===== config.mk =====
export PLATFORM = sky130hd
export DESIGN_NAME = asjd_decoder
export DESIGN_NICKNAME = d
export VERILOG_FILES = /design/src/rtl/asjd_pkg.sv /design/src/rtl/asjd_decoder.sv /design/src/rtl/asjd_first_class.sv /design/src/rtl/asjd_op_decode.sv
export SDC_FILE = /design/constraint.sdc
export NUM_CORES = 1
export LEC_CHECK = 0
export BUFFER_PORTS_ARGS = -buffer_cell sky130_fd_sc_hd__clkbuf_2
export CAP_MARGIN = 40
export CORE_AREA = 2 2 101 103
export CTS_CLUSTER_DIAMETER = 100
export DETAILED_ROUTE_END_ITERATION = 7
export DIE_AREA = 0 0 103 105
export PLACE_DENSITY = 0.47
export SYNTH_ARGS = -nofsm -noshare
export SYNTH_HDL_FRONTEND = slang
export SYNTH_SLANG_ARGS = --single-unit

===== constraint.sdc =====
create_clock -name ref_clk -period 2.5 [get_ports ref_clk]
set_input_delay 0.125 -clock ref_clk [delete_from_list [all_inputs] [get_ports ref_clk]]
set_output_delay 0.125 -clock ref_clk [all_outputs]
set_load 0.01 [all_outputs]

===== src/rtl/asjd_pkg.sv =====
// Constants, opcode patterns and operation codes for the arithmetic, string and jump decoder.
package asjd_pkg;

  // Operation codes handed to the execution unit.
  typedef enum logic [5:0] {
    ASJD_OP_NONE, ASJD_OP_ADC, ASJD_OP_SUB, ASJD_OP_SWB, ASJD_OP_AND, ASJD_OP_TEST,
    ASJD_OP_NOT, ASJD_OP_CHS, ASJD_OP_MLU, ASJD_OP_MULS, ASJD_OP_DIV, ASJD_OP_DIVS,
    ASJD_OP_AAJ, ASJD_OP_DAJ, ASJD_OP_ASJ, ASJD_OP_DSJ, ASJD_OP_AMJ, ASJD_OP_ADJ,
    ASJD_OP_XBW_EXT, ASJD_OP_XWD_EXT, ASJD_OP_ROTL, ASJD_OP_ROTR, ASJD_OP_RLC_C,
    ASJD_OP_RRC_C, ASJD_OP_SHLEFT, ASJD_OP_SHRL, ASJD_OP_SHRA, ASJD_OP_SMOVE,
    ASJD_OP_SCMP, ASJD_OP_SSCAN, ASJD_OP_SLOAD, ASJD_OP_SSTORE, ASJD_OP_JUMP
  } asjd_op_t;

  // Operand selection forms.
  typedef enum logic [2:0] {
    ASJD_FORM_NONE, ASJD_FORM_RM_REG, ASJD_FORM_RM_IMM, ASJD_FORM_ACC_IMM,
    ASJD_FORM_RM, ASJD_FORM_ACC, ASJD_FORM_DISP
  } asjd_form_t;

  // First-byte opcode patterns; the low one or two bits are masked where noted.
  localparam logic [7:0] ASJD_ADC_RR   = 8'h10; // Low two bits d and w.
  localparam logic [7:0] ASJD_SWB_RR   = 8'h18;
  localparam logic [7:0] ASJD_SUB_RR   = 8'h28;
  localparam logic [7:0] ASJD_ADC_ACC  = 8'h14; // Low bit w.
  localparam logic [7:0] ASJD_SWB_ACC  = 8'h1c;
  localparam logic [7:0] ASJD_AND_ACC  = 8'h24;
  localparam logic [7:0] ASJD_SUB_ACC  = 8'h2c;
  localparam logic [7:0] ASJD_TEST_ACC = 8'ha8;
  localparam logic [7:0] ASJD_IMM_GRP  = 8'h80; // Low two bits s and w.
  localparam logic [7:0] ASJD_UNARY    = 8'hf6; // Low bit w.
  localparam logic [7:0] ASJD_SHIFT    = 8'hd0; // Low two bits v and w.
  localparam logic [7:0] ASJD_SMOVE    = 8'ha4;
  localparam logic [7:0] ASJD_SCMP     = 8'ha6;
  localparam logic [7:0] ASJD_SSTORE   = 8'haa;
  localparam logic [7:0] ASJD_SLOAD    = 8'hac;
  localparam logic [7:0] ASJD_SSCAN    = 8'hae;
  localparam logic [7:0] ASJD_RPT      = 8'hf2; // Low bit z.
  localparam logic [7:0] ASJD_AAJ      = 8'h37;
  localparam logic [7:0] ASJD_DAJ      = 8'h27;
  localparam logic [7:0] ASJD_ASJ      = 8'h3f;
  localparam logic [7:0] ASJD_DSJ      = 8'h2f;
  localparam logic [7:0] ASJD_AMJ      = 8'hd4;
  localparam logic [7:0] ASJD_ADJ      = 8'hd5;
  localparam logic [7:0] ASJD_BASE_TEN = 8'h0a;
  localparam logic [7:0] ASJD_XBW      = 8'h98;
  localparam logic [7:0] ASJD_XWD      = 8'h99;
  localparam logic [7:0] ASJD_JP_NEAR  = 8'he9;
  localparam logic [7:0] ASJD_JP_SHRT  = 8'heb;
  localparam logic [7:0] ASJD_GRP_FF   = 8'hff;

  // Masks that drop the low one or two variable bits.
  localparam logic [7:0] ASJD_MASK1 = 8'hfe;
  localparam logic [7:0] ASJD_MASK2 = 8'hfc;

  // Second-byte selectors.
  localparam logic [2:0] ASJD_SEL_000 = 3'h0;
  localparam logic [2:0] ASJD_SEL_001 = 3'h1;
  localparam logic [2:0] ASJD_SEL_010 = 3'h2;
  localparam logic [2:0] ASJD_SEL_011 = 3'h3;
  localparam logic [2:0] ASJD_SEL_100 = 3'h4;
  localparam logic [2:0] ASJD_SEL_101 = 3'h5;
  localparam logic [2:0] ASJD_SEL_110 = 3'h6;
  localparam logic [2:0] ASJD_SEL_111 = 3'h7;

  // Field positions of the second byte.
  localparam int ASJD_MOD_HI = 7;
  localparam int ASJD_MOD_LO = 6;
  localparam int ASJD_REG_HI = 5;
  localparam int ASJD_REG_LO = 3;
  localparam int ASJD_RM_HI  = 2;
  localparam int ASJD_RM_LO  = 0;

  // Opcode bit positions.
  localparam int ASJD_W_BIT = 0;
  localparam int ASJD_D_BIT = 1;
  localparam int ASJD_V_BIT = 1;
  localparam int ASJD_S_BIT = 1;

  // Match an opcode against a pattern under a mask.
  function automatic logic asjd_match(input logic [7:0] op, input logic [7:0] pat,
                                      input logic [7:0] mask);
    asjd_match = ((op & mask) == pat);
  endfunction

endpackage


===== src/rtl/asjd_decoder.sv =====
// Top of the decoder: takes bytes from the prefetch queue and issues controls.
`timescale 1ns/1ps
module asjd_decoder
  import asjd_pkg::*;
(
  input  wire logic            ref_clk,
  input  wire logic            sys_rst,
  input  wire logic [7:0]      q_byte,
  input  wire logic            q_valid,
  output logic                 q_ready,
  output logic                 dec_valid,
  input  wire logic            dec_ready,
  output asjd_pkg::asjd_op_t   dec_op,
  output asjd_pkg::asjd_form_t dec_form,
  output logic                 dec_word,
  output logic                 dec_reg_dest,
  output logic                 dec_count_reg,
  output logic [1:0]           dec_mod,
  output logic [2:0]           dec_reg,
  output logic [2:0]           dec_rm,
  output logic [1:0]           dec_imm_bytes,
  output logic                 dec_flags_only,
  output logic                 dec_repeat,
  output logic                 dec_repeat_z,
  output logic                 dec_illegal
);

  import asjd_pkg::*;

  typedef enum logic [1:0] {ASJD_ST_FIRST, ASJD_ST_SECOND, ASJD_ST_HOLD} asjd_state_t;

  asjd_state_t state_r;
  logic [7:0]  opcode_r;
  logic        rep_r;
  logic        rep_z_r;
  logic        need_modrm;
  logic        known;
  asjd_op_t   op_c;
  asjd_form_t form_c;
  logic [1:0]  imm_c;
  logic        ill_c;
  logic [7:0]  dec_opcode;
  logic [7:0]  dec_modrm;
  logic        is_rep;
  logic        take_first;
  logic        take_second;
  logic        finish;

  asjd_first_class u_class (
    .opcode     (q_byte),
    .need_modrm (need_modrm),
    .known      (known)
  );

  // Single-byte opcodes decode straight from the queue byte; two-byte ones from the latch.
  assign dec_opcode = (state_r == ASJD_ST_SECOND) ? opcode_r : q_byte;
  assign dec_modrm  = (state_r == ASJD_ST_SECOND) ? q_byte : 8'h00;

  asjd_op_decode u_dec (
    .opcode    (dec_opcode),
    .modrm     (dec_modrm),
    .op        (op_c),
    .form      (form_c),
    .imm_bytes (imm_c),
    .illegal   (ill_c)
  );

  assign is_rep      = asjd_match(q_byte, ASJD_RPT, ASJD_MASK1);
  assign q_ready     = (state_r != ASJD_ST_HOLD);
  assign take_first  = (state_r == ASJD_ST_FIRST) && q_valid;
  assign take_second = (state_r == ASJD_ST_SECOND) && q_valid;
  assign finish      = (take_first && !is_rep && !need_modrm) || take_second;
  assign dec_valid   = (state_r == ASJD_ST_HOLD);

  // Sequencing: first byte, optional second byte, then hold until the execution unit takes it.
  always_ff @(posedge ref_clk)
  begin
    if (sys_rst)
      state_r <= ASJD_ST_FIRST;
    else
      unique case (state_r)
        ASJD_ST_FIRST:
          if (take_first && !is_rep)
            state_r <= need_modrm ? ASJD_ST_SECOND : ASJD_ST_HOLD;
        ASJD_ST_SECOND:
          if (take_second)
            state_r <= ASJD_ST_HOLD;
        ASJD_ST_HOLD:
          if (dec_ready)
            state_r <= ASJD_ST_FIRST;
      endcase
  end

  // Latch the opcode while waiting for its second byte.
  always_ff @(posedge ref_clk)
  begin
    if (sys_rst)
      opcode_r <= 8'h00;
    else if (take_first)
      opcode_r <= q_byte;
  end

  // Repeat prefix is remembered with its condition bit and cleared on issue.
  always_ff @(posedge ref_clk)
  begin
    if (sys_rst)
    begin
      rep_r   <= 1'b0;
      rep_z_r <= 1'b0;
    end
    else if (take_first && is_rep)
    begin
      rep_r   <= 1'b1;
      rep_z_r <= q_byte[ASJD_W_BIT];
    end
    else if (dec_valid && dec_ready)
    begin
      rep_r   <= 1'b0;
      rep_z_r <= 1'b0;
    end
  end

  // Registered control outputs, loaded when the instruction completes.
  always_ff @(posedge ref_clk)
  begin
    if (sys_rst)
    begin
      dec_op         <= ASJD_OP_NONE;
      dec_form       <= ASJD_FORM_NONE;
      dec_word       <= 1'b0;
      dec_reg_dest   <= 1'b0;
      dec_count_reg  <= 1'b0;
      dec_mod        <= 2'd0;
      dec_reg        <= 3'd0;
      dec_rm         <= 3'd0;
      dec_imm_bytes  <= 2'd0;
      dec_flags_only <= 1'b0;
      dec_illegal    <= 1'b0;
    end
    else if (finish)
    begin
      dec_op        <= op_c;
      dec_form      <= form_c;
      dec_imm_bytes <= imm_c;
      dec_illegal   <= ill_c || (take_first && !known);
      // Word bit is absent in fixed opcodes; those set it from their own width.
      if (dec_opcode == ASJD_XWD)
        dec_word <= 1'b1;
      else if (dec_opcode == ASJD_XBW || op_c == ASJD_OP_JUMP)
        dec_word <= 1'b1;
      else if (op_c inside {ASJD_OP_AAJ, ASJD_OP_DAJ, ASJD_OP_ASJ, ASJD_OP_DSJ,
                            ASJD_OP_AMJ, ASJD_OP_ADJ})
        dec_word <= 1'b0;
      else
        dec_word <= dec_opcode[ASJD_W_BIT];
      dec_reg_dest  <= (form_c == ASJD_FORM_RM_REG) && dec_opcode[ASJD_D_BIT];
      dec_count_reg <= (op_c inside {ASJD_OP_ROTL, ASJD_OP_ROTR, ASJD_OP_RLC_C,
                                     ASJD_OP_RRC_C, ASJD_OP_SHLEFT, ASJD_OP_SHRL,
                                     ASJD_OP_SHRA}) && dec_opcode[ASJD_V_BIT];
      dec_mod        <= dec_modrm[ASJD_MOD_HI:ASJD_MOD_LO];
      dec_reg        <= dec_modrm[ASJD_REG_HI:ASJD_REG_LO];
      dec_rm         <= dec_modrm[ASJD_RM_HI:ASJD_RM_LO];
      dec_flags_only <= (op_c == ASJD_OP_TEST);
    end
  end

  // Repeat qualifiers shown with the instruction they prefix.
  always_ff @(posedge ref_clk)
  begin
    if (sys_rst)
    begin
      dec_repeat   <= 1'b0;
      dec_repeat_z <= 1'b0;
    end
    else if (finish)
    begin
      dec_repeat   <= rep_r;
      dec_repeat_z <= rep_z_r;
    end
  end

endmodule


===== src/rtl/asjd_first_class.sv =====
// First-byte classifier: tells whether an opcode needs a second byte.
`timescale 1ns/1ps
module asjd_first_class
  import asjd_pkg::*;
(
  input  wire logic [7:0] opcode,
  output logic            need_modrm,
  output logic            known
);

  // Opcodes that take a second byte: an operand selector or address, or the base-ten constant.
  always_comb
  begin
    need_modrm = asjd_match(opcode, ASJD_ADC_RR, ASJD_MASK2) |
                 asjd_match(opcode, ASJD_SWB_RR, ASJD_MASK2) |
                 asjd_match(opcode, ASJD_SUB_RR, ASJD_MASK2) |
                 asjd_match(opcode, ASJD_IMM_GRP, ASJD_MASK2) |
                 asjd_match(opcode, ASJD_UNARY, ASJD_MASK1) |
                 asjd_match(opcode, ASJD_SHIFT, ASJD_MASK2) |
                 (opcode == ASJD_GRP_FF) | (opcode == ASJD_AMJ) | (opcode == ASJD_ADJ);
    known = need_modrm |
            asjd_match(opcode, ASJD_ADC_ACC, ASJD_MASK1) |
            asjd_match(opcode, ASJD_SWB_ACC, ASJD_MASK1) |
            asjd_match(opcode, ASJD_SUB_ACC, ASJD_MASK1) |
            asjd_match(opcode, ASJD_AND_ACC, ASJD_MASK1) |
            asjd_match(opcode, ASJD_TEST_ACC, ASJD_MASK1) |
            asjd_match(opcode, ASJD_SMOVE, ASJD_MASK1) |
            asjd_match(opcode, ASJD_SCMP, ASJD_MASK1) |
            asjd_match(opcode, ASJD_SSCAN, ASJD_MASK1) |
            asjd_match(opcode, ASJD_SLOAD, ASJD_MASK1) |
            asjd_match(opcode, ASJD_SSTORE, ASJD_MASK1) |
            asjd_match(opcode, ASJD_RPT, ASJD_MASK1) |
            (opcode == ASJD_AAJ) | (opcode == ASJD_DAJ) | (opcode == ASJD_ASJ) |
            (opcode == ASJD_DSJ) | (opcode == ASJD_XBW) | (opcode == ASJD_XWD) |
            (opcode == ASJD_JP_NEAR) | (opcode == ASJD_JP_SHRT);
  end

endmodule


===== src/rtl/asjd_op_decode.sv =====
// Combinational decode of an opcode and its second byte into an operation.
`timescale 1ns/1ps
module asjd_op_decode
  import asjd_pkg::*;
(
  input  wire logic [7:0]      opcode,
  input  wire logic [7:0]      modrm,
  output asjd_pkg::asjd_op_t   op,
  output asjd_pkg::asjd_form_t form,
  output logic [1:0]           imm_bytes,
  output logic                 illegal
);

  logic [2:0] sel;
  logic       w;

  assign sel = modrm[ASJD_REG_HI:ASJD_REG_LO];
  assign w   = opcode[ASJD_W_BIT];

  // Priority-free decode; the opcode groups do not overlap.
  always_comb
  begin
    op        = ASJD_OP_NONE;
    form      = ASJD_FORM_NONE;
    imm_bytes = 2'd0;
    illegal   = 1'b0;
    if (asjd_match(opcode, ASJD_ADC_RR, ASJD_MASK2))
    begin
      op   = ASJD_OP_ADC;
      form = ASJD_FORM_RM_REG;
    end
    else if (asjd_match(opcode, ASJD_SUB_RR, ASJD_MASK2))
    begin
      op   = ASJD_OP_SUB;
      form = ASJD_FORM_RM_REG;
    end
    else if (asjd_match(opcode, ASJD_SWB_RR, ASJD_MASK2))
    begin
      op   = ASJD_OP_SWB;
      form = ASJD_FORM_RM_REG;
    end
    else if (asjd_match(opcode, ASJD_IMM_GRP, ASJD_MASK2))
    begin
      form = ASJD_FORM_RM_IMM;
      // Sign-extended forms carry one data byte; plain word forms carry two.
      imm_bytes = (w && !opcode[ASJD_S_BIT]) ? 2'd2 : 2'd1;
      unique case (sel)
        ASJD_SEL_010: op = ASJD_OP_ADC;
        ASJD_SEL_101: op = ASJD_OP_SUB;
        ASJD_SEL_011: op = ASJD_OP_SWB;
        ASJD_SEL_100: op = ASJD_OP_AND;
        default:
        begin
          // Add, compare, or and xor are handled elsewhere in the core.
          op        = ASJD_OP_NONE;
          form      = ASJD_FORM_NONE;
          imm_bytes = 2'd0;
        end
      endcase
    end
    else if (asjd_match(opcode, ASJD_ADC_ACC, ASJD_MASK1) ||
             asjd_match(opcode, ASJD_SUB_ACC, ASJD_MASK1) ||
             asjd_match(opcode, ASJD_SWB_ACC, ASJD_MASK1) ||
             asjd_match(opcode, ASJD_AND_ACC, ASJD_MASK1) ||
             asjd_match(opcode, ASJD_TEST_ACC, ASJD_MASK1))
    begin
      form      = ASJD_FORM_ACC_IMM;
      imm_bytes = w ? 2'd2 : 2'd1;
      if (asjd_match(opcode, ASJD_ADC_ACC, ASJD_MASK1))
        op = ASJD_OP_ADC;
      else if (asjd_match(opcode, ASJD_SUB_ACC, ASJD_MASK1))
        op = ASJD_OP_SUB;
      else if (asjd_match(opcode, ASJD_SWB_ACC, ASJD_MASK1))
        op = ASJD_OP_SWB;
      else if (asjd_match(opcode, ASJD_AND_ACC, ASJD_MASK1))
        op = ASJD_OP_AND;
      else
        op = ASJD_OP_TEST;
    end
    else if (asjd_match(opcode, ASJD_UNARY, ASJD_MASK1))
    begin
      form = ASJD_FORM_RM;
      unique case (sel)
        ASJD_SEL_000:
        begin
          op        = ASJD_OP_TEST;
          form      = ASJD_FORM_RM_IMM;
          imm_bytes = w ? 2'd2 : 2'd1;
        end
        ASJD_SEL_010: op = ASJD_OP_NOT;
        ASJD_SEL_011: op = ASJD_OP_CHS;
        ASJD_SEL_100: op = ASJD_OP_MLU;
        ASJD_SEL_101: op = ASJD_OP_MULS;
        ASJD_SEL_110: op = ASJD_OP_DIV;
        ASJD_SEL_111: op = ASJD_OP_DIVS;
        default:
        begin
          op      = ASJD_OP_NONE;
          form    = ASJD_FORM_NONE;
          illegal = 1'b1;
        end
      endcase
    end
    else if (asjd_match(opcode, ASJD_SHIFT, ASJD_MASK2))
    begin
      form = ASJD_FORM_RM;
      unique case (sel)
        ASJD_SEL_000: op = ASJD_OP_ROTL;
        ASJD_SEL_001: op = ASJD_OP_ROTR;
        ASJD_SEL_010: op = ASJD_OP_RLC_C;
        ASJD_SEL_011: op = ASJD_OP_RRC_C;
        ASJD_SEL_100: op = ASJD_OP_SHLEFT;
        ASJD_SEL_101: op = ASJD_OP_SHRL;
        ASJD_SEL_111: op = ASJD_OP_SHRA;
        default:
        begin
          op      = ASJD_OP_NONE;
          form    = ASJD_FORM_NONE;
          illegal = 1'b1;
        end
      endcase
    end
    else if (opcode == ASJD_AMJ || opcode == ASJD_ADJ)
    begin
      form = ASJD_FORM_ACC;
      // The second byte must be the base-ten constant.
      if (modrm == ASJD_BASE_TEN)
        op = (opcode == ASJD_AMJ) ? ASJD_OP_AMJ : ASJD_OP_ADJ;
      else
      begin
        form    = ASJD_FORM_NONE;
        illegal = 1'b1;
      end
    end
    else if (opcode == ASJD_GRP_FF)
    begin
      if (sel == ASJD_SEL_100)
      begin
        op   = ASJD_OP_JUMP;
        form = ASJD_FORM_RM;
      end
    end
    else
    begin
      form = ASJD_FORM_ACC;
      if (opcode == ASJD_AAJ)
        op = ASJD_OP_AAJ;
      else if (opcode == ASJD_DAJ)
        op = ASJD_OP_DAJ;
      else if (opcode == ASJD_ASJ)
        op = ASJD_OP_ASJ;
      else if (opcode == ASJD_DSJ)
        op = ASJD_OP_DSJ;
      else if (opcode == ASJD_XBW)
        op = ASJD_OP_XBW_EXT;
      else if (opcode == ASJD_XWD)
        op = ASJD_OP_XWD_EXT;
      else if (asjd_match(opcode, ASJD_SMOVE, ASJD_MASK1))
        op = ASJD_OP_SMOVE;
      else if (asjd_match(opcode, ASJD_SCMP, ASJD_MASK1))
        op = ASJD_OP_SCMP;
      else if (asjd_match(opcode, ASJD_SSCAN, ASJD_MASK1))
        op = ASJD_OP_SSCAN;
      else if (asjd_match(opcode, ASJD_SLOAD, ASJD_MASK1))
        op = ASJD_OP_SLOAD;
      else if (asjd_match(opcode, ASJD_SSTORE, ASJD_MASK1))
        op = ASJD_OP_SSTORE;
      else if (opcode == ASJD_JP_NEAR || opcode == ASJD_JP_SHRT)
      begin
        op        = ASJD_OP_JUMP;
        form      = ASJD_FORM_DISP;
        imm_bytes = (opcode == ASJD_JP_NEAR) ? 2'd2 : 2'd1;
      end
      else
        form = ASJD_FORM_NONE;
    end
  end

endmodule


Word-level counts from Yosys, hierarchy flattened. Index checks and enable logic that the tools add are counted. Widths: inputs -> output; s select.

Add/sub/neg operators: 0. Multipliers: 0. Div/mod/pow operators: 0. Order comparisons: 0. Equality and inequality tests: 85. Shift operators: 0. Mux-type cells: 107. Bitwise logic cells: 27. Reduce and logical (&&, ||, !) cells: 33.

Operator list (number): $mux 6 (26); $eq 8x8->1 const B (14); $eq 7x7->1 const B (15); $mux 3 (24); $eq 8x6->1 const B (8); $mux 2 (31); $eq 6x5->1 const B (9); $eq 6x4->1 const B (6); $pmux 5 s7 (1); $eq 6x3->1 const B (5); $eq 6x6->1 const B (5); $eq 7x4->1 const B (4); $eq 7x5->1 const B (4); $pmux 4 s7 (1); $or 1x1->1 (27); $mux 1 (19); $mux 8 (2); $reduce_or 7->1 (2); $eq 3x3->1 const B (4); $pmux 3 s4 (1); $logic_and 1x1->1 (10); $logic_or 1x1->1 (9); $eq 8x4->1 const B (1); $reduce_bool 7->1 (1); 16 further kinds (23).

Register bits: 38. Bits in latches: 0. Bits in writable memories: 0. Bits in read-only memories: 0. Bits of input ports: 12. Word-level logic and storage cells: 269. Memories: 0.

Depth between registers and ports, before layout. Gate-level depths: netlist of run 1.

Depth after elaboration: 31. Depth in mapped cells: 12. Depth with buffers taken out: 9.

By module. Synthesis of run 1 repeated with hierarchy kept, for this count alone.

Cell total of the unflattened synthesis: 376. Area, all modules: 2921.6 um2.

By module, submodules not included: asjd_decoder (instances 1, cells an instance 209, area an instance 1786.7 um2, sequential area each 760.7 um2); asjd_op_decode (instances 1, cells an instance 140, area an instance 948.4 um2, sequential area each 0.0 um2); asjd_first_class (instances 1, cells an instance 27, area an instance 186.4 um2, sequential area each 0.0 um2).

Worst setup path after synthesis of run 1. Ideal clock, no wire load.

Path type: flip-flop to flip-flop. Start: reg state_r[1]. End: reg dec_flags_only. Setup time: 0.084 ns. Data arrival time: 2.451 ns. Required time: 2.416 ns. Setup slack: -0.035 ns. Stages on the path, launching flop included: 11. Path buffers: 1. Cells stage by stage: dfxtp_1 inv_1 ha_1 or3b_1 buf_2 a222oi_1 nor2_1 a211o_1 a31oi_4 nand4b_1 o31ai_2.

Longest elaborated chain between the ends: 26. Elaborated cells between the ends (all ways): 83.

Ends and longest elaborated chain: from (decl) (RTL line asjd_decoder.sv:32) `asjd_state_t state_r;`; from (signal assigned) (RTL line asjd_decoder.sv:84) `state_r <= need_modrm ? ASJD_ST_SECOND : ASJD_ST_HOLD;`; $eq 2x1->1 (RTL line asjd_decoder.sv:56, asjd_decoder.sv:57, asjd_decoder.sv:71); $mux 8 (RTL line asjd_decoder.sv:56) `assign dec_opcode = (state_r == ASJD_ST_SECOND) ? opcode_r : q_byte;`; $eq 8x8->1 (RTL line asjd_op_decode.sv:168) `else if (opcode == ASJD_JP_NEAR || opcode == ASJD_JP_SHRT)`; $logic_or 1x1->1 (RTL line asjd_op_decode.sv:168); $mux 6 (RTL line asjd_op_decode.sv:168); $mux 6 (RTL line asjd_op_decode.sv:166) `else if (asjd_match(opcode, ASJD_SSTORE, ASJD_MASK1))`; $mux 6 (RTL line asjd_op_decode.sv:164) `else if (asjd_match(opcode, ASJD_SLOAD, ASJD_MASK1))`; $mux 6 (RTL line asjd_op_decode.sv:162) `else if (asjd_match(opcode, ASJD_SSCAN, ASJD_MASK1))`; [... 10 more ...]; $mux 6 (RTL line asjd_op_decode.sv:104) `else if (asjd_match(opcode, ASJD_SHIFT, ASJD_MASK2))`; $mux 6 (RTL line asjd_op_decode.sv:80) `else if (asjd_match(opcode, ASJD_UNARY, ASJD_MASK1))`; $mux 6 (RTL line asjd_op_decode.sv:61) `else if (asjd_match(opcode, ASJD_ADC_ACC, ASJD_MASK1) ||`; $mux 6 (RTL line asjd_op_decode.sv:42) `else if (asjd_match(opcode, ASJD_IMM_GRP, ASJD_MASK2))`; $mux 6 (RTL line asjd_op_decode.sv:37) `else if (asjd_match(opcode, ASJD_SWB_RR, ASJD_MASK2))`; $mux 6 (RTL line asjd_op_decode.sv:32) `else if (asjd_match(opcode, ASJD_SUB_RR, ASJD_MASK2))`; $mux 6 (RTL line asjd_op_decode.sv:27) `if (asjd_match(opcode, ASJD_ADC_RR, ASJD_MASK2))`; $eq 6x3->1 (RTL line asjd_decoder.sv:163) `dec_flags_only <= (op_c == ASJD_OP_TEST);`; to (signal assigned) (RTL line asjd_decoder.sv:163); to (decl) (RTL line asjd_decoder.sv:22) `output logic dec_flags_only,`.

Several ways; a longest one is shown, not always the timed one. A chain may end at the register's enable or synchronous reset.

Worst setup path after layout of run 1. Same ends and word-level chain as after synthesis.

==> results of run 1 <==
cells in the mapped netlist (all sizes together) (5+ instances only):
master / count / share of area
a211oi: 8 / 0.021
a21oi: 33 / 0.058
a22oi: 6 / 0.016
a31oi: 6 / 0.018
buf: 21 / 0.037
clkbuf: 17 / 0.022
dfxtp: 38 / 0.27
inv: 9 / 0.012
nand2: 80 / 0.11
nand2b: 7 / 0.015
nand3: 23 / 0.040
nand3b: 8 / 0.021
nand4: 5 / 0.011
nor2: 27 / 0.036
nor3: 6 / 0.011
nor3b: 5 / 0.013
o211ai: 6 / 0.016
o21a: 5 / 0.013
o21ai: 12 / 0.021
or3b: 5 / 0.015
cell type report:
class                      count  area, sq um  share of cell area
inverter                       9        33.78            0.008069
multi-input combinational    318         2102              0.5021
clock buffer                   5        68.82             0.01644
sequential                    38        762.0              0.1820
timing repair buffer         140        984.7              0.2352
clock inverter                 3        68.82             0.01644
tap                          133        166.4             0.03975
placed cells by master (no fill, tap or decap), types with 6 or more instances in the layout:
master,instances
sky130_fd_sc_hd__a211oi_1,6
sky130_fd_sc_hd__nand3_1,22
sky130_fd_sc_hd__a21oi_1,29
sky130_fd_sc_hd__dfxtp_1,37
sky130_fd_sc_hd__nor3_1,6
sky130_fd_sc_hd__clkbuf_2,39
sky130_fd_sc_hd__o211ai_1,6
sky130_fd_sc_hd__nand2b_1,7
sky130_fd_sc_hd__o21ai_0,8
sky130_fd_sc_hd__nand3b_1,8
sky130_fd_sc_hd__inv_1,7
sky130_fd_sc_hd__buf_4,95
sky130_fd_sc_hd__nand2_1,77
sky130_fd_sc_hd__nor2_1,27
power by group through the flow:
stage | clock [uW] | sequential [uW] | combinational (uW)
6_report | 657 | 667 | 534
5_1_grt | 691 | 672 | 586
4_1_cts | 673 | 667 | 509
3_5_place_dp | 0 | 679 | 487
3_3_place_gp | 0 | 679 | 485
2_1_floorplan | 0 | 675 | 272
repair_timing:
action	CTS	global route
buffers inserted	5	5
resized for setup	32	22
hold endpoints to repair	0	0
pin swaps	7	15
setup endpoints to repair	12	12
gates cloned	1	0
how the worst max path moves through the flow:
stage | startpoint | endpoint | cells past startpoint
2_1_floorplan | state_r[1]$_SDFFE_PP0P_ | dec_flags_only$_SDFFE_PP0P_ | 10
3_3_place_gp | state_r[1]$_SDFFE_PP0P_ | dec_word$_SDFFE_PP0P_ | 10
3_5_place_dp | state_r[1]$_SDFFE_PP0P_ | dec_word$_SDFFE_PP0P_ | 10
4_1_cts | state_r[1]$_SDFFE_PP0P_ | dec_imm_bytes[0]$_SDFFE_PP0P_ | 12
5_1_grt | state_r[1]$_SDFFE_PP0P_ | dec_flags_only$_SDFFE_PP0P_ | 12
6_report | state_r[1]$_SDFFE_PP0P_ | dec_flags_only$_SDFFE_PP0P_ | 12
cells by family after synthesis:
logic type	share of synthesized area
fa+ha+maj	0.01316
buf+inv	0.07149
compound gates	0.2847
mux	0.01491
xor+xnor	0.01535
flops	0.2667
simple gates	0.3338
worst max-delay path, stage by stage, from the launching register on:
cell	delay [ps]
sky130_fd_sc_hd__dfxtp_2	340
sky130_fd_sc_hd__inv_2	50
sky130_fd_sc_hd__ha_4	150
sky130_fd_sc_hd__buf_6	120
sky130_fd_sc_hd__or3b_4	370
sky130_fd_sc_hd__a222oi_1	330
sky130_fd_sc_hd__buf_4	190
sky130_fd_sc_hd__buf_6	120
sky130_fd_sc_hd__nor2_1	40
sky130_fd_sc_hd__a211o_1	280
sky130_fd_sc_hd__a31oi_4	220
sky130_fd_sc_hd__nand4b_1	140
sky130_fd_sc_hd__o31ai_2	170
layer usage:
| layer | global-route usage | up-vias | part of all wire |
|---|---|---|---|
| met5 | 0 | - | 0 |
| met4 | 0.07425 | 0 | 0.032 |
| met3 | 0.02609 | 25 | 0.038 |
| met2 | 0.3502 | 95 | 0.49 |
| met1 | 0.2585 | 1666 | 0.44 |
| li1 | - | 1694 | - |
per-stage QoR:
| step | util | setup TNS, ps | instances |
|---|---|---|---|
| after global placement | 0.3875 | -1784 | 627 |
| final | 0.4343 | -519.0 | 646 |
| after floorplan | - | 0 | 403 |
| after global routing | 0.4343 | -1342 | 646 |
| after CTS | 0.4189 | -304.0 | 641 |
| after detailed placement | 0.3875 | -1667 | 627 |
==> results.txt, run 1 <==
----------------------------------------------------
[Run status]
  Outcome ... finished, violations left
  Violated checks ... negative setup slack

[Timing]
  Setup repair after global routing missed its margin ... yes
  Final cycle utilization of the critical path ... 1.047
  Setup violators final ... 7
  Transition time of the tightest slew-check pin ... 592.1 ps
  Clock skew ... 10.76 ps
  Final Hold Slack ... 91.97 ps
  Number of endpoints with negative hold slack in the final report ... 0
  Highest Clock Rate ... roughly 380 MHz
  Pins Over Slew Limit ... 0
  Final Worst Setup Slack ... -118.2 ps
  Normalized max-slew margin ... 0.6052
  Clock period minus final worst setup slack ... 2618 ps

[Floorplanning]
  Vertical die dimension ... 105 um
  Die ar. ... 10820 sq um
  Starting density of the core ... 0.2960
  IO Pins ... 40
  Standard-cell rows ... 36
  Core Region ... between 9000 and 10000 sq um
  Width of the chip ... 103 um

[Worst setup path]
  Worst R2R Path Depth ... 12
  Kind of capture point of the worst setup path ... flop
  R2R Path Start ... state_r[1]$_SDFFE_PP0P_
  Arr. time, crit path ... roughly 2800 ps
  Required time of the critical path ... 2720 ps
  Largest fanout on the critical path ... 6
  Reg-to-reg endpoint ... dec_flags_only$_SDFFE_PP0P_
  Start-to-end type of the worst setup path ... reg2reg
  Startpoint types ... flop
  Reg2Reg Setup Slack ... -120 ps

[Clock tree]
  Clock tree from TritonCTS ... yes
  Clk pin slew, worst setup/hold paths ... 90 ps
  H-Tree Level Count ... 2
  Clock network latency to the later pin of the worst-skew pair ... 300 ps
  Cell at the root of the clock tree ... sky130_fd_sc_hd__clkbuf_8
  # hold bufs at CTS ... 0
  CTS buffer count ... 5
  TritonCTS Sinks ... 38
  Maximum buffer depth of the clock tree ... 2

[Placed design]
  Placer congestion estimate ... about 0.9
  Total cell area at the placement stage ... around 3700 sq um
  Sum of net half-perimeters after detailed placement ... 8185 um
  IO Port Bufs ... 39
  Pre-CTS setup slack ... -330.0 ps

[Routing]
  Drt via density ... 5.387
  Routed vias ... around 3500
  Number of iterations in the first detailed-routing pass ... 4
  Post-route ant nets ... 0
  Initial DRC Count ... 187
  Number of remaining DRC errors ... 0
  Per-cell routed wire length ... approximately 17 um
  Wirelength, routed ... 10750 um

[Yosys]
  Post-Syn Area ... 2853 sq um
  Async set-or-reset flop fraction in the synthesized netlist ... 0
  Gate count of the mapped netlist ... 403
  Proportion of synthesized chip area in sequential cells ... 0.2667
  Syn avg cell area ... 7.079 sq um
  Number of flip-flops and latches in the synthesized netlist ... 38
  Distinct cell type count of the synthesized netlist ... 65
  Post-synth EDFFs ... 0
  Main synth FF type ... sky130_fd_sc_hd__dfxtp_1
  Syn. warnings ... 0
  Syn_nets ... 418

[Worst hold path]
  End of the worst hold path ... dec_op[0]$_SDFFE_PP0P_
  Number of instances on the worst hold path ... 2
  Hold wc startpoint ... sys_rst
  Hold Path Class ... in2reg

[Power]
  Net switching power ... between 500 and 600 uW
  Switching share of power ... 0.3147
  Share of power burned in the clock network ... 0.354
  Sequential share of power ... 0.359
  Logic gate share of total power ... 0.287
  Total power ... 1858 uW
  VDD IR max ... 0.1913 mV
  Total leakage power ... 0.001715 uW
  Power density of the placed cells ... 443.8 nW/um^2
  Cell Int Power ... 1273 uW

[Cells and area]
  Register bank with the most flops ... opcode_r
  ANT cells ... 0
  Regs by FF count ... opcode_r (8), dec_op (6)
  Share of layout cells above drive strength 1 ... 0.3645
  Non-Filler Cell Area, Final ... between 4000 and 5000 sq um
  Max reg flops ... 8
  Post-synthesis to final-layout area growth ... 46.75%
  Final Net Count ... 527
  Fill cell total of the finished layout ... 1033

[GRT]
  Global-route total usage across every layer ... 0.2048
  Final global-route overflow total ... 0
  Pin count of the biggest net entering global routing ... 32
  Number of global-route vias before repair ... 3437
  Number of antenna violations at the first check in global routing ... 0
  Wire length of the first global-routing pass ... 17660 um

[Job]
  Max capacitance violation total ... 0

----------------------------------------------------
Note: power is estimated with default switching activity, not from simulation.
==> inputs of run 2 (changes only) <==
Settings changed: CAP_MARGIN 40 to 30, GPL_ROUTABILITY_DRIVEN set to 0, GPL_TIMING_DRIVEN set to 0.
==> run 2 against run 1 <==
  * The run still ends with negative setup slack left
  * Utilization decreased by 3.6 points
  * Register-to-register slack improved by 40 ps
  * Sequential power about the same
  * Largest power group unchanged
==> results.txt, run 2 (synthesized netlist as in run 1, its figures left out) <==
----------------------------------------------------
[Power]
  Logic gate share of total power ... 0.297 (was 0.287)
  Share of power burned in the clock network ... 0.287 (was 0.354)
  VDD IR max ... 0.3153 mV (was 0.1913 mV)
  Total power ... 1609 uW (was 1858 uW)
  Cell Int Power ... 1039 uW (was 1273 uW)
  Total leakage power ... 0.001447 uW (was 0.001715 uW)
  Sequential share of power ... 0.416 (was 0.359)
  Switching share of power ... 0.3545 (was 0.3147)
  Net switching power ... 570.5 uW (was 584.7 uW)
  Power density of the placed cells ... 419.1 nW/um^2 (was 443.8 nW/um^2)

[GRT]
  Number of antenna violations at the first check in global routing ... 0 (unchanged)
  Number of global-route vias before repair ... 3205 (was 3437)
  Final global-route overflow total ... 0 (unchanged)
  Wire length of the first global-routing pass ... 17300 um (was 17660 um)
  Pin count of the biggest net entering global routing ... 13 (was 32)
  Global-route total usage across every layer ... 0.2027 (was 0.2048)

[Floorplanning]
  Starting density of the core ... 0.2960 (unchanged)
  Width of the chip ... 103 um (unchanged)
  IO Pins ... 40 (unchanged)
  Core Region ... 9639 sq um (unchanged)
  Die ar. ... 10820 sq um (unchanged)
  Standard-cell rows ... 36 (unchanged)
  Vertical die dimension ... 105 um (unchanged)

[Cells and area]
  Non-Filler Cell Area, Final ... 3840 sq um (was 4187 sq um)
  Register bank with the most flops ... opcode_r (unchanged)
  Post-synthesis to final-layout area growth ... 34.61% (was 46.75%)
  Final Net Count ... 486 (was 527)
  ANT cells ... 0 (unchanged)
  Commonest non-fill, non-tap cell in the layout ... sky130_fd_sc_hd__nand2_1 (was sky130_fd_sc_hd__buf_4)
  Util after Layout ... 0.3984 (was 0.4343)
  Regs by FF count ... opcode_r (8), dec_op (6) (unchanged)
  Commonest cells after routing, fill and taps aside ... sky130_fd_sc_hd__nand2_1 (75), sky130_fd_sc_hd__clkbuf_2 (41), sky130_fd_sc_hd__dfxtp_1 (36) (was sky130_fd_sc_hd__buf_4 (95), sky130_fd_sc_hd__nand2_1 (77), sky130_fd_sc_hd__clkbuf_2 (39))
  Non-filler instance count after layout ... 605 (was 646)
  Max reg flops ... 8 (unchanged)
  Share of layout cells above drive strength 1 ... 0.2987 (was 0.3645)

[Timing]
  Final Hold Slack ... 144.7 ps (was 91.97 ps)
  Final Worst Setup Slack ... -82.42 ps (was -118.2 ps)
  Transition time of the tightest slew-check pin ... 680.7 ps (was 592.1 ps)
  Clock skew ... 3.572 ps (was 10.76 ps)
  Clock period minus final worst setup slack ... 2582 ps (was 2618 ps)
  Pins Over Slew Limit ... 0 (unchanged)
  Normalized max-slew margin ... 0.5414 (was 0.6052)
  Setup violators final ... 7 (unchanged)
  Number of endpoints with negative hold slack in the final report ... 0 (unchanged)
  Setup repair after global routing missed its margin ... yes (unchanged)
  Highest Clock Rate ... 387.2 MHz (was 381.9 MHz)
  Final cycle utilization of the critical path ... 1.033 (was 1.047)

[Clock tree]
  CTS buffer count ... 5 (unchanged)
  Maximum buffer depth of the clock tree ... 2 (unchanged)
  TritonCTS Sinks ... 38 (unchanged)
  Clock network latency to the later pin of the worst-skew pair ... 300 ps (about the same)
  Clk pin slew, worst setup/hold paths ... 80 ps (was 90 ps)
  # hold bufs at CTS ... 0 (unchanged)
  Cell at the root of the clock tree ... sky130_fd_sc_hd__clkbuf_8 (unchanged)
  H-Tree Level Count ... 2 (unchanged)
  Clock tree from TritonCTS ... yes (unchanged)

[Worst setup path]
  Worst R2R Path Depth ... 11 (was 12)
  Startpoint types ... flop (unchanged)
  CP cell instances ... inv_2, ha_4, buf_6, buf_6, nand4b_1, a221oi_4, a31oi_4, a211o_1, a31oi_4, nand4b_1, o31ai_2 (was inv_2, ha_4, buf_6, or3b_4, a222oi_1, buf_4, buf_6, nor2_1, a211o_1, a31oi_4, nand4b_1, o31ai_2)
  CP endpoint ... dec_flags_only$_SDFFE_PP0P_ (unchanged)
  Critical path startpoint ... state_r[1]$_SDFFE_PP0P_ (unchanged)
  Peak per-stage delay on the critical path ... 430 ps (was 370 ps)
  Reg-to-reg endpoint ... dec_flags_only$_SDFFE_PP0P_ (unchanged)
  R2R Path Start ... state_r[1]$_SDFFE_PP0P_ (unchanged)
  Reg2Reg Setup Slack ... -80 ps (was -120 ps)
  Largest fanout on the critical path ... 10 (was 6)
  Slowest CP cell ... sky130_fd_sc_hd__a221oi_4 (was sky130_fd_sc_hd__or3b_4)
  Kind of capture point of the worst setup path ... flop (unchanged)
  Start-to-end type of the worst setup path ... reg2reg (unchanged)
  Required time of the critical path ... 2730 ps (was 2720 ps)
  Arr. time, crit path ... 2810 ps (was 2840 ps)

[Routing]
  Detailed-routing wirelength on met1 ... 4840 um (was 4706 um)
  Initial DRC Count ... 290 (was 187)
  Wirelength, routed ... 10770 um (was 10750 um)
  Number of iterations in the first detailed-routing pass ... 5 (was 4)
  Drt via density ... 5.579 (was 5.387)
  Per-cell routed wire length ... 17.80 um (was 16.65 um)
  Routed vias ... 3375 (was 3480)
  Routed met3 length ... 598 um (was 409 um)
  Met2 Wirelength ... 5050 um (was 5289 um)
  Number of remaining DRC errors ... 0 (unchanged)
  Top layer in use ... met4 (unchanged)
  Post-route ant nets ... 0 (unchanged)

[Job]
  Max capacitance violation total ... 0 (unchanged)

[Placed design]
  Placed insts ... 572 (was 627)
  Sum of net half-perimeters after detailed placement ... 7804 um (was 8185 um)
  IO Port Bufs ... 36 (was 39)
  Total cell area at the placement stage ... 3202 sq um (was 3735 sq um)

[Worst hold path]
  Hold Path Class ... in2reg (unchanged)

[Run status]
  Outcome ... finished, violations left (unchanged)
  Violated checks ... negative setup slack (unchanged)

----------------------------------------------------
run 2: cell types whose count changed in the layout (fill, tap and decap cells not counted), moves of 5 or more:
cell                       previous run  this run
sky130_fd_sc_hd__clkbuf_1             0         9
sky130_fd_sc_hd__buf_1                0         5
sky130_fd_sc_hd__buf_4               95        25
sky130_fd_sc_hd__buf_2                0         7
sky130_fd_sc_hd__buf_6                5        11
run 2: layout make-up:
class	instances	area, sq um
well taps	133	166.4
clock buffers	6	82.58
multi-input cells	318	2160
flip-flops and latches	38	763.2
fillers	1062	5799
clock inverters	2	12.51
inverters	9	37.54
repair buffers	64	401.6
plain buffers	35	216.5
run 2: power by group through the flow:
stage	Combinational (uW)	Clock [uW]	Sequential, uW
floorplan	272	0	675
global placement	410	0	670
detailed placement	410	0	671
CTS	463	482	662
global route	524	509	674
finish	478	462	670
run 2: stage by stage:
step	setup TNS, ps	setup WS [ps]
finish	-229.0	-82.42
global route	-1388	-214.0
CTS	-96.77	-29.53
detailed placement	-10290	-691.2
global placement	-10290	-712.0
floorplan	0	2.241
run 2: worst min path at each step:
stage                             from                           to  slack, ps  cells past startpoint
2_1_floorplan                q_byte[0]     opcode_r[0]$_SDFFE_PP0P_        260                      2
3_3_place_gp                   sys_rst   dec_count_reg$_SDFFE_PP0P_        430                      3
3_5_place_dp   dec_mod[1]$_SDFFE_PP0P_      dec_mod[1]$_SDFFE_PP0P_        450                      2
4_1_cts                        sys_rst   dec_count_reg$_SDFFE_PP0P_        140                      3
5_1_grt                        sys_rst  dec_flags_only$_SDFFE_PP0P_        160                      3
6_report                       sys_rst   dec_count_reg$_SDFFE_PP0P_        140                      3
run 2: timing repair:
action                                  4_1_cts  5_1_grt
pin swaps                                    22       10
gates resized for setup                      61       25
endpoints found under the setup margin       23       21
buffers inserted                             22        6
run 2: worst max-delay path, delay by kind of cell, from the launching register on:
family,cells,cell delay (ps)
and+or+nand+nor,2,440
DFF,1,340
buffers and inverters,3,330
AOI/OAI and AO/OA,5,1230
adders and majority gates,1,180
run 2: metal layers:
layer,vias up,GRT usage
li1,1615,-
met1,1613,0.2801
met2,123,0.3270
met3,24,0.02943
met4,0,0.05263
met5,-,0
==> inputs of run 3 (changes only) <==
Settings changed: CORE_AREA 2 2 101 103 to 2 2 94 96, DIE_AREA 0 0 103 105 to 0 0 96 98, PLACE_DENSITY 0.47 to not set, PLACE_DENSITY_LB_ADDON set to 0.1.
==> run 3 against run 2 <==
  * The flow still finishes with violations (negative setup slack)
  * Utilization rose by 4.3 points
  * Final cell count fell by 4.5%
  * Count of clock-buffer cells in the layout did not move
  * Largest power group unchanged
  * Largest cell class unchanged
  * Sequential share of layout area rose by 0.53 points
==> results.txt, run 3 (synthesized netlist as in run 1, its figures left out) <==
----------------------------------------------------
[Routing]
  Drt via density ... 5.837 (was 5.579)
  Post-route ant nets ... 0 (unchanged)
  Initial DRC Count ... 325 (was 290)
  Wirelength, routed ... 10610 um (was 10770 um)
  Number of remaining DRC errors ... 0 (unchanged)
  Number of iterations in the first detailed-routing pass ... 7 (was 5)
  Per-cell routed wire length ... 18.35 um (was 17.80 um)
  Routed vias ... 3374 (was 3375)

[Cells and area]
  Util after Layout ... 0.4418 (was 0.3984)
  Regs by FF count ... opcode_r (8), dec_op (6) (unchanged)
  Post-synthesis to final-layout area growth ... 31.10% (was 34.61%)
  Final Net Count ... 484 (was 486)
  ANT cells ... 0 (unchanged)
  Share of layout cells above drive strength 1 ... 0.2851 (was 0.2987)
  Non-Filler Cell Area, Final ... 3740 sq um (was 3840 sq um)
  Commonest cells after routing, fill and taps aside ... sky130_fd_sc_hd__nand2_1 (77), sky130_fd_sc_hd__clkbuf_2 (39), sky130_fd_sc_hd__dfxtp_1 (36) (was sky130_fd_sc_hd__nand2_1 (75), sky130_fd_sc_hd__clkbuf_2 (41), sky130_fd_sc_hd__dfxtp_1 (36))
  Commonest non-fill, non-tap cell in the layout ... sky130_fd_sc_hd__nand2_1 (unchanged)
  Max reg flops ... 8 (unchanged)
  Register bank with the most flops ... opcode_r (unchanged)
  Fill cell total of the finished layout ... 904 (was 1062)

[Timing]
  Transition time of the tightest slew-check pin ... 600.1 ps (was 680.7 ps)
  Final Worst Setup Slack ... -53.78 ps (was -82.42 ps)
  Final cycle utilization of the critical path ... 1.022 (was 1.033)
  Pins Over Slew Limit ... 0 (unchanged)
  Clock skew ... 5.552 ps (was 3.572 ps)
  Number of endpoints with negative hold slack in the final report ... 0 (unchanged)
  Clock period minus final worst setup slack ... 2554 ps (was 2582 ps)
  Setup violators final ... 3 (was 7)
  Normalized max-slew margin ... 0.5957 (was 0.5414)
  Setup repair after global routing missed its margin ... yes (unchanged)
  Highest Clock Rate ... 391.6 MHz (was 387.2 MHz)

[Placed design]
  Sum of net half-perimeters after detailed placement ... 7662 um (was 7804 um)
  IO Port Bufs ... 36 (unchanged)
  Total cell area at the placement stage ... 3171 sq um (was 3202 sq um)

[Worst hold path]
  Hold Path Class ... in2reg (unchanged)

[Worst setup path]
  Required time of the critical path ... 2720 ps (was 2730 ps)
  Critical path's top delay family ... compound AO/OA/AOI/OAI gates (unchanged)
  Startpoint types ... flop (unchanged)
  Buffers plus inverters on the worst setup path ... 3 (unchanged)
  Arr. time, crit path ... 2780 ps (was 2810 ps)
  Start-to-end type of the worst setup path ... reg2reg (unchanged)
  Slowest CP cell ... sky130_fd_sc_hd__or3b_4 (was sky130_fd_sc_hd__a221oi_4)
  Peak per-stage delay on the critical path ... 380 ps (was 430 ps)
  Kind of capture point of the worst setup path ... flop (unchanged)
  CP cell instances ... inv_2, ha_4, or3b_4, a222oi_1, buf_4, buf_6, nor2_2, a211o_1, a31oi_4, nand4b_1, o31ai_2 (was inv_2, ha_4, buf_6, buf_6, nand4b_1, a221oi_4, a31oi_4, a211o_1, a31oi_4, nand4b_1, o31ai_2)
  Largest fanout on the critical path ... 8 (was 10)

[Power]
  VDD IR max ... 0.2108 mV (was 0.3153 mV)
  Total leakage power ... 0.001405 uW (was 0.001447 uW)
  Power density of the placed cells ... 427.7 nW/um^2 (was 419.1 nW/um^2)

[Run status]
  Outcome ... finished, violations left (unchanged)
  Violated checks ... negative setup slack (unchanged)

[GRT]
  Number of antenna violations at the first check in global routing ... 0 (unchanged)
  Pin count of the biggest net entering global routing ... 13 (unchanged)
  Number of global-route vias before repair ... 3200 (was 3205)
  Global-route total usage across every layer ... 0.2299 (was 0.2027)
  Final global-route overflow total ... 0 (unchanged)
  Wire length of the first global-routing pass ... 16890 um (was 17300 um)

[Floorplanning]
  Die ar. ... 9408 sq um (was 10820 sq um)
  Starting density of the core ... 0.3370 (was 0.2960)
  Core Region ... 8466 sq um (was 9639 sq um)
  IO Pins ... 40 (unchanged)
  Width of the chip ... 96 um (was 103 um)
  Vertical die dimension ... 98 um (was 105 um)
  Standard-cell rows ... 34 (was 36)

[Clock tree]
  # hold bufs at CTS ... 0 (unchanged)
  H-Tree Level Count ... 2 (unchanged)
  Maximum buffer depth of the clock tree ... 2 (unchanged)
  Cell at the root of the clock tree ... sky130_fd_sc_hd__clkbuf_8 (unchanged)
  TritonCTS Sinks ... 38 (unchanged)
  Clock network latency to the later pin of the worst-skew pair ... 300 ps (about the same)
  CTS buffer count ... 5 (unchanged)
  Clk pin slew, worst setup/hold paths ... 80 ps (about the same)
  Clock tree from TritonCTS ... yes (unchanged)

[Job]
  Max capacitance violation total ... 0 (unchanged)

----------------------------------------------------
[run 3: per-layer routing]
layer,wire length (um),GRT usage,vias up
li1,-,-,1620
met1,4785,0.3128,1601
met2,4920,0.3606,123
met3,555,0.03627,30
met4,344,0.09011,0
met5,0,0,-
[run 3: final timing paths]
check                           cells past startpoint                           to  slack (ps)                    start
worst max-delay path                               11  dec_flags_only$_SDFFE_PP0P_         -50  state_r[1]$_SDFFE_PP0P_
worst min-delay path                                3   dec_count_reg$_SDFFE_PP0P_         120                  sys_rst
worst max register to register                     11  dec_flags_only$_SDFFE_PP0P_         -50  state_r[1]$_SDFFE_PP0P_
worst min register to register                      2      dec_reg[1]$_SDFFE_PP0P_         450  dec_reg[1]$_SDFFE_PP0P_
[run 3: worst register-to-register path, stage by stage, from the launching register on]
cell                       delay [ps]
sky130_fd_sc_hd__dfxtp_2          340
sky130_fd_sc_hd__inv_2             50
sky130_fd_sc_hd__ha_4             190
sky130_fd_sc_hd__or3b_4           380
sky130_fd_sc_hd__a222oi_1         310
sky130_fd_sc_hd__buf_4            190
sky130_fd_sc_hd__buf_6            130
sky130_fd_sc_hd__nor2_2            40
sky130_fd_sc_hd__a211o_1          320
sky130_fd_sc_hd__a31oi_4          190
sky130_fd_sc_hd__nand4b_1         130
sky130_fd_sc_hd__o31ai_2          210
[run 3: power breakdown]
| group | total (uW) | switching, uW | internal [uW] |
|---|---|---|---|
| logic | 466 | 290 | 176 |
| registers | 674 | 35.8 | 638 |
| clock network | 460 | 238 | 222 |
| total | 1600 | 563 | 1040 |
[run 3: layout make-up]
cell class | instances | area, sq um | share of cell area
plain buffers | 34 | 214.0 | 0.05721
clock inverters | 2 | 12.51 | 0.003346
flip-flops and latches | 38 | 763.2 | 0.2041
clock buffers | 6 | 82.58 | 0.02208
inverters | 9 | 33.78 | 0.009033
repair buffers | 63 | 390.4 | 0.1044
well taps | 108 | 135.1 | 0.03613
multi-input cells | 318 | 2108 | 0.5637
[run 3: stage by stage]
step                setup slack [ps]  hold WS, ps  instances  setup TNS, ps  power, uW
finish                        -53.78        122.5        578         -115.6       1600
global route                  -175.6        147.6        578         -846.4       1690
CTS                           -63.71        126.1        574         -123.0       1580
detailed placement            -682.6        446.0        547          -9533       1078
global placement              -707.2        432.9        547          -9411       1077
floorplan                      2.241        261.0        403              0      946.9
[run 3: timing repair]
action	in CTS	in global routing
pin swaps	19	20
resized for setup	45	29
endpoints found under the setup margin	20	22
setup buffers	20	7
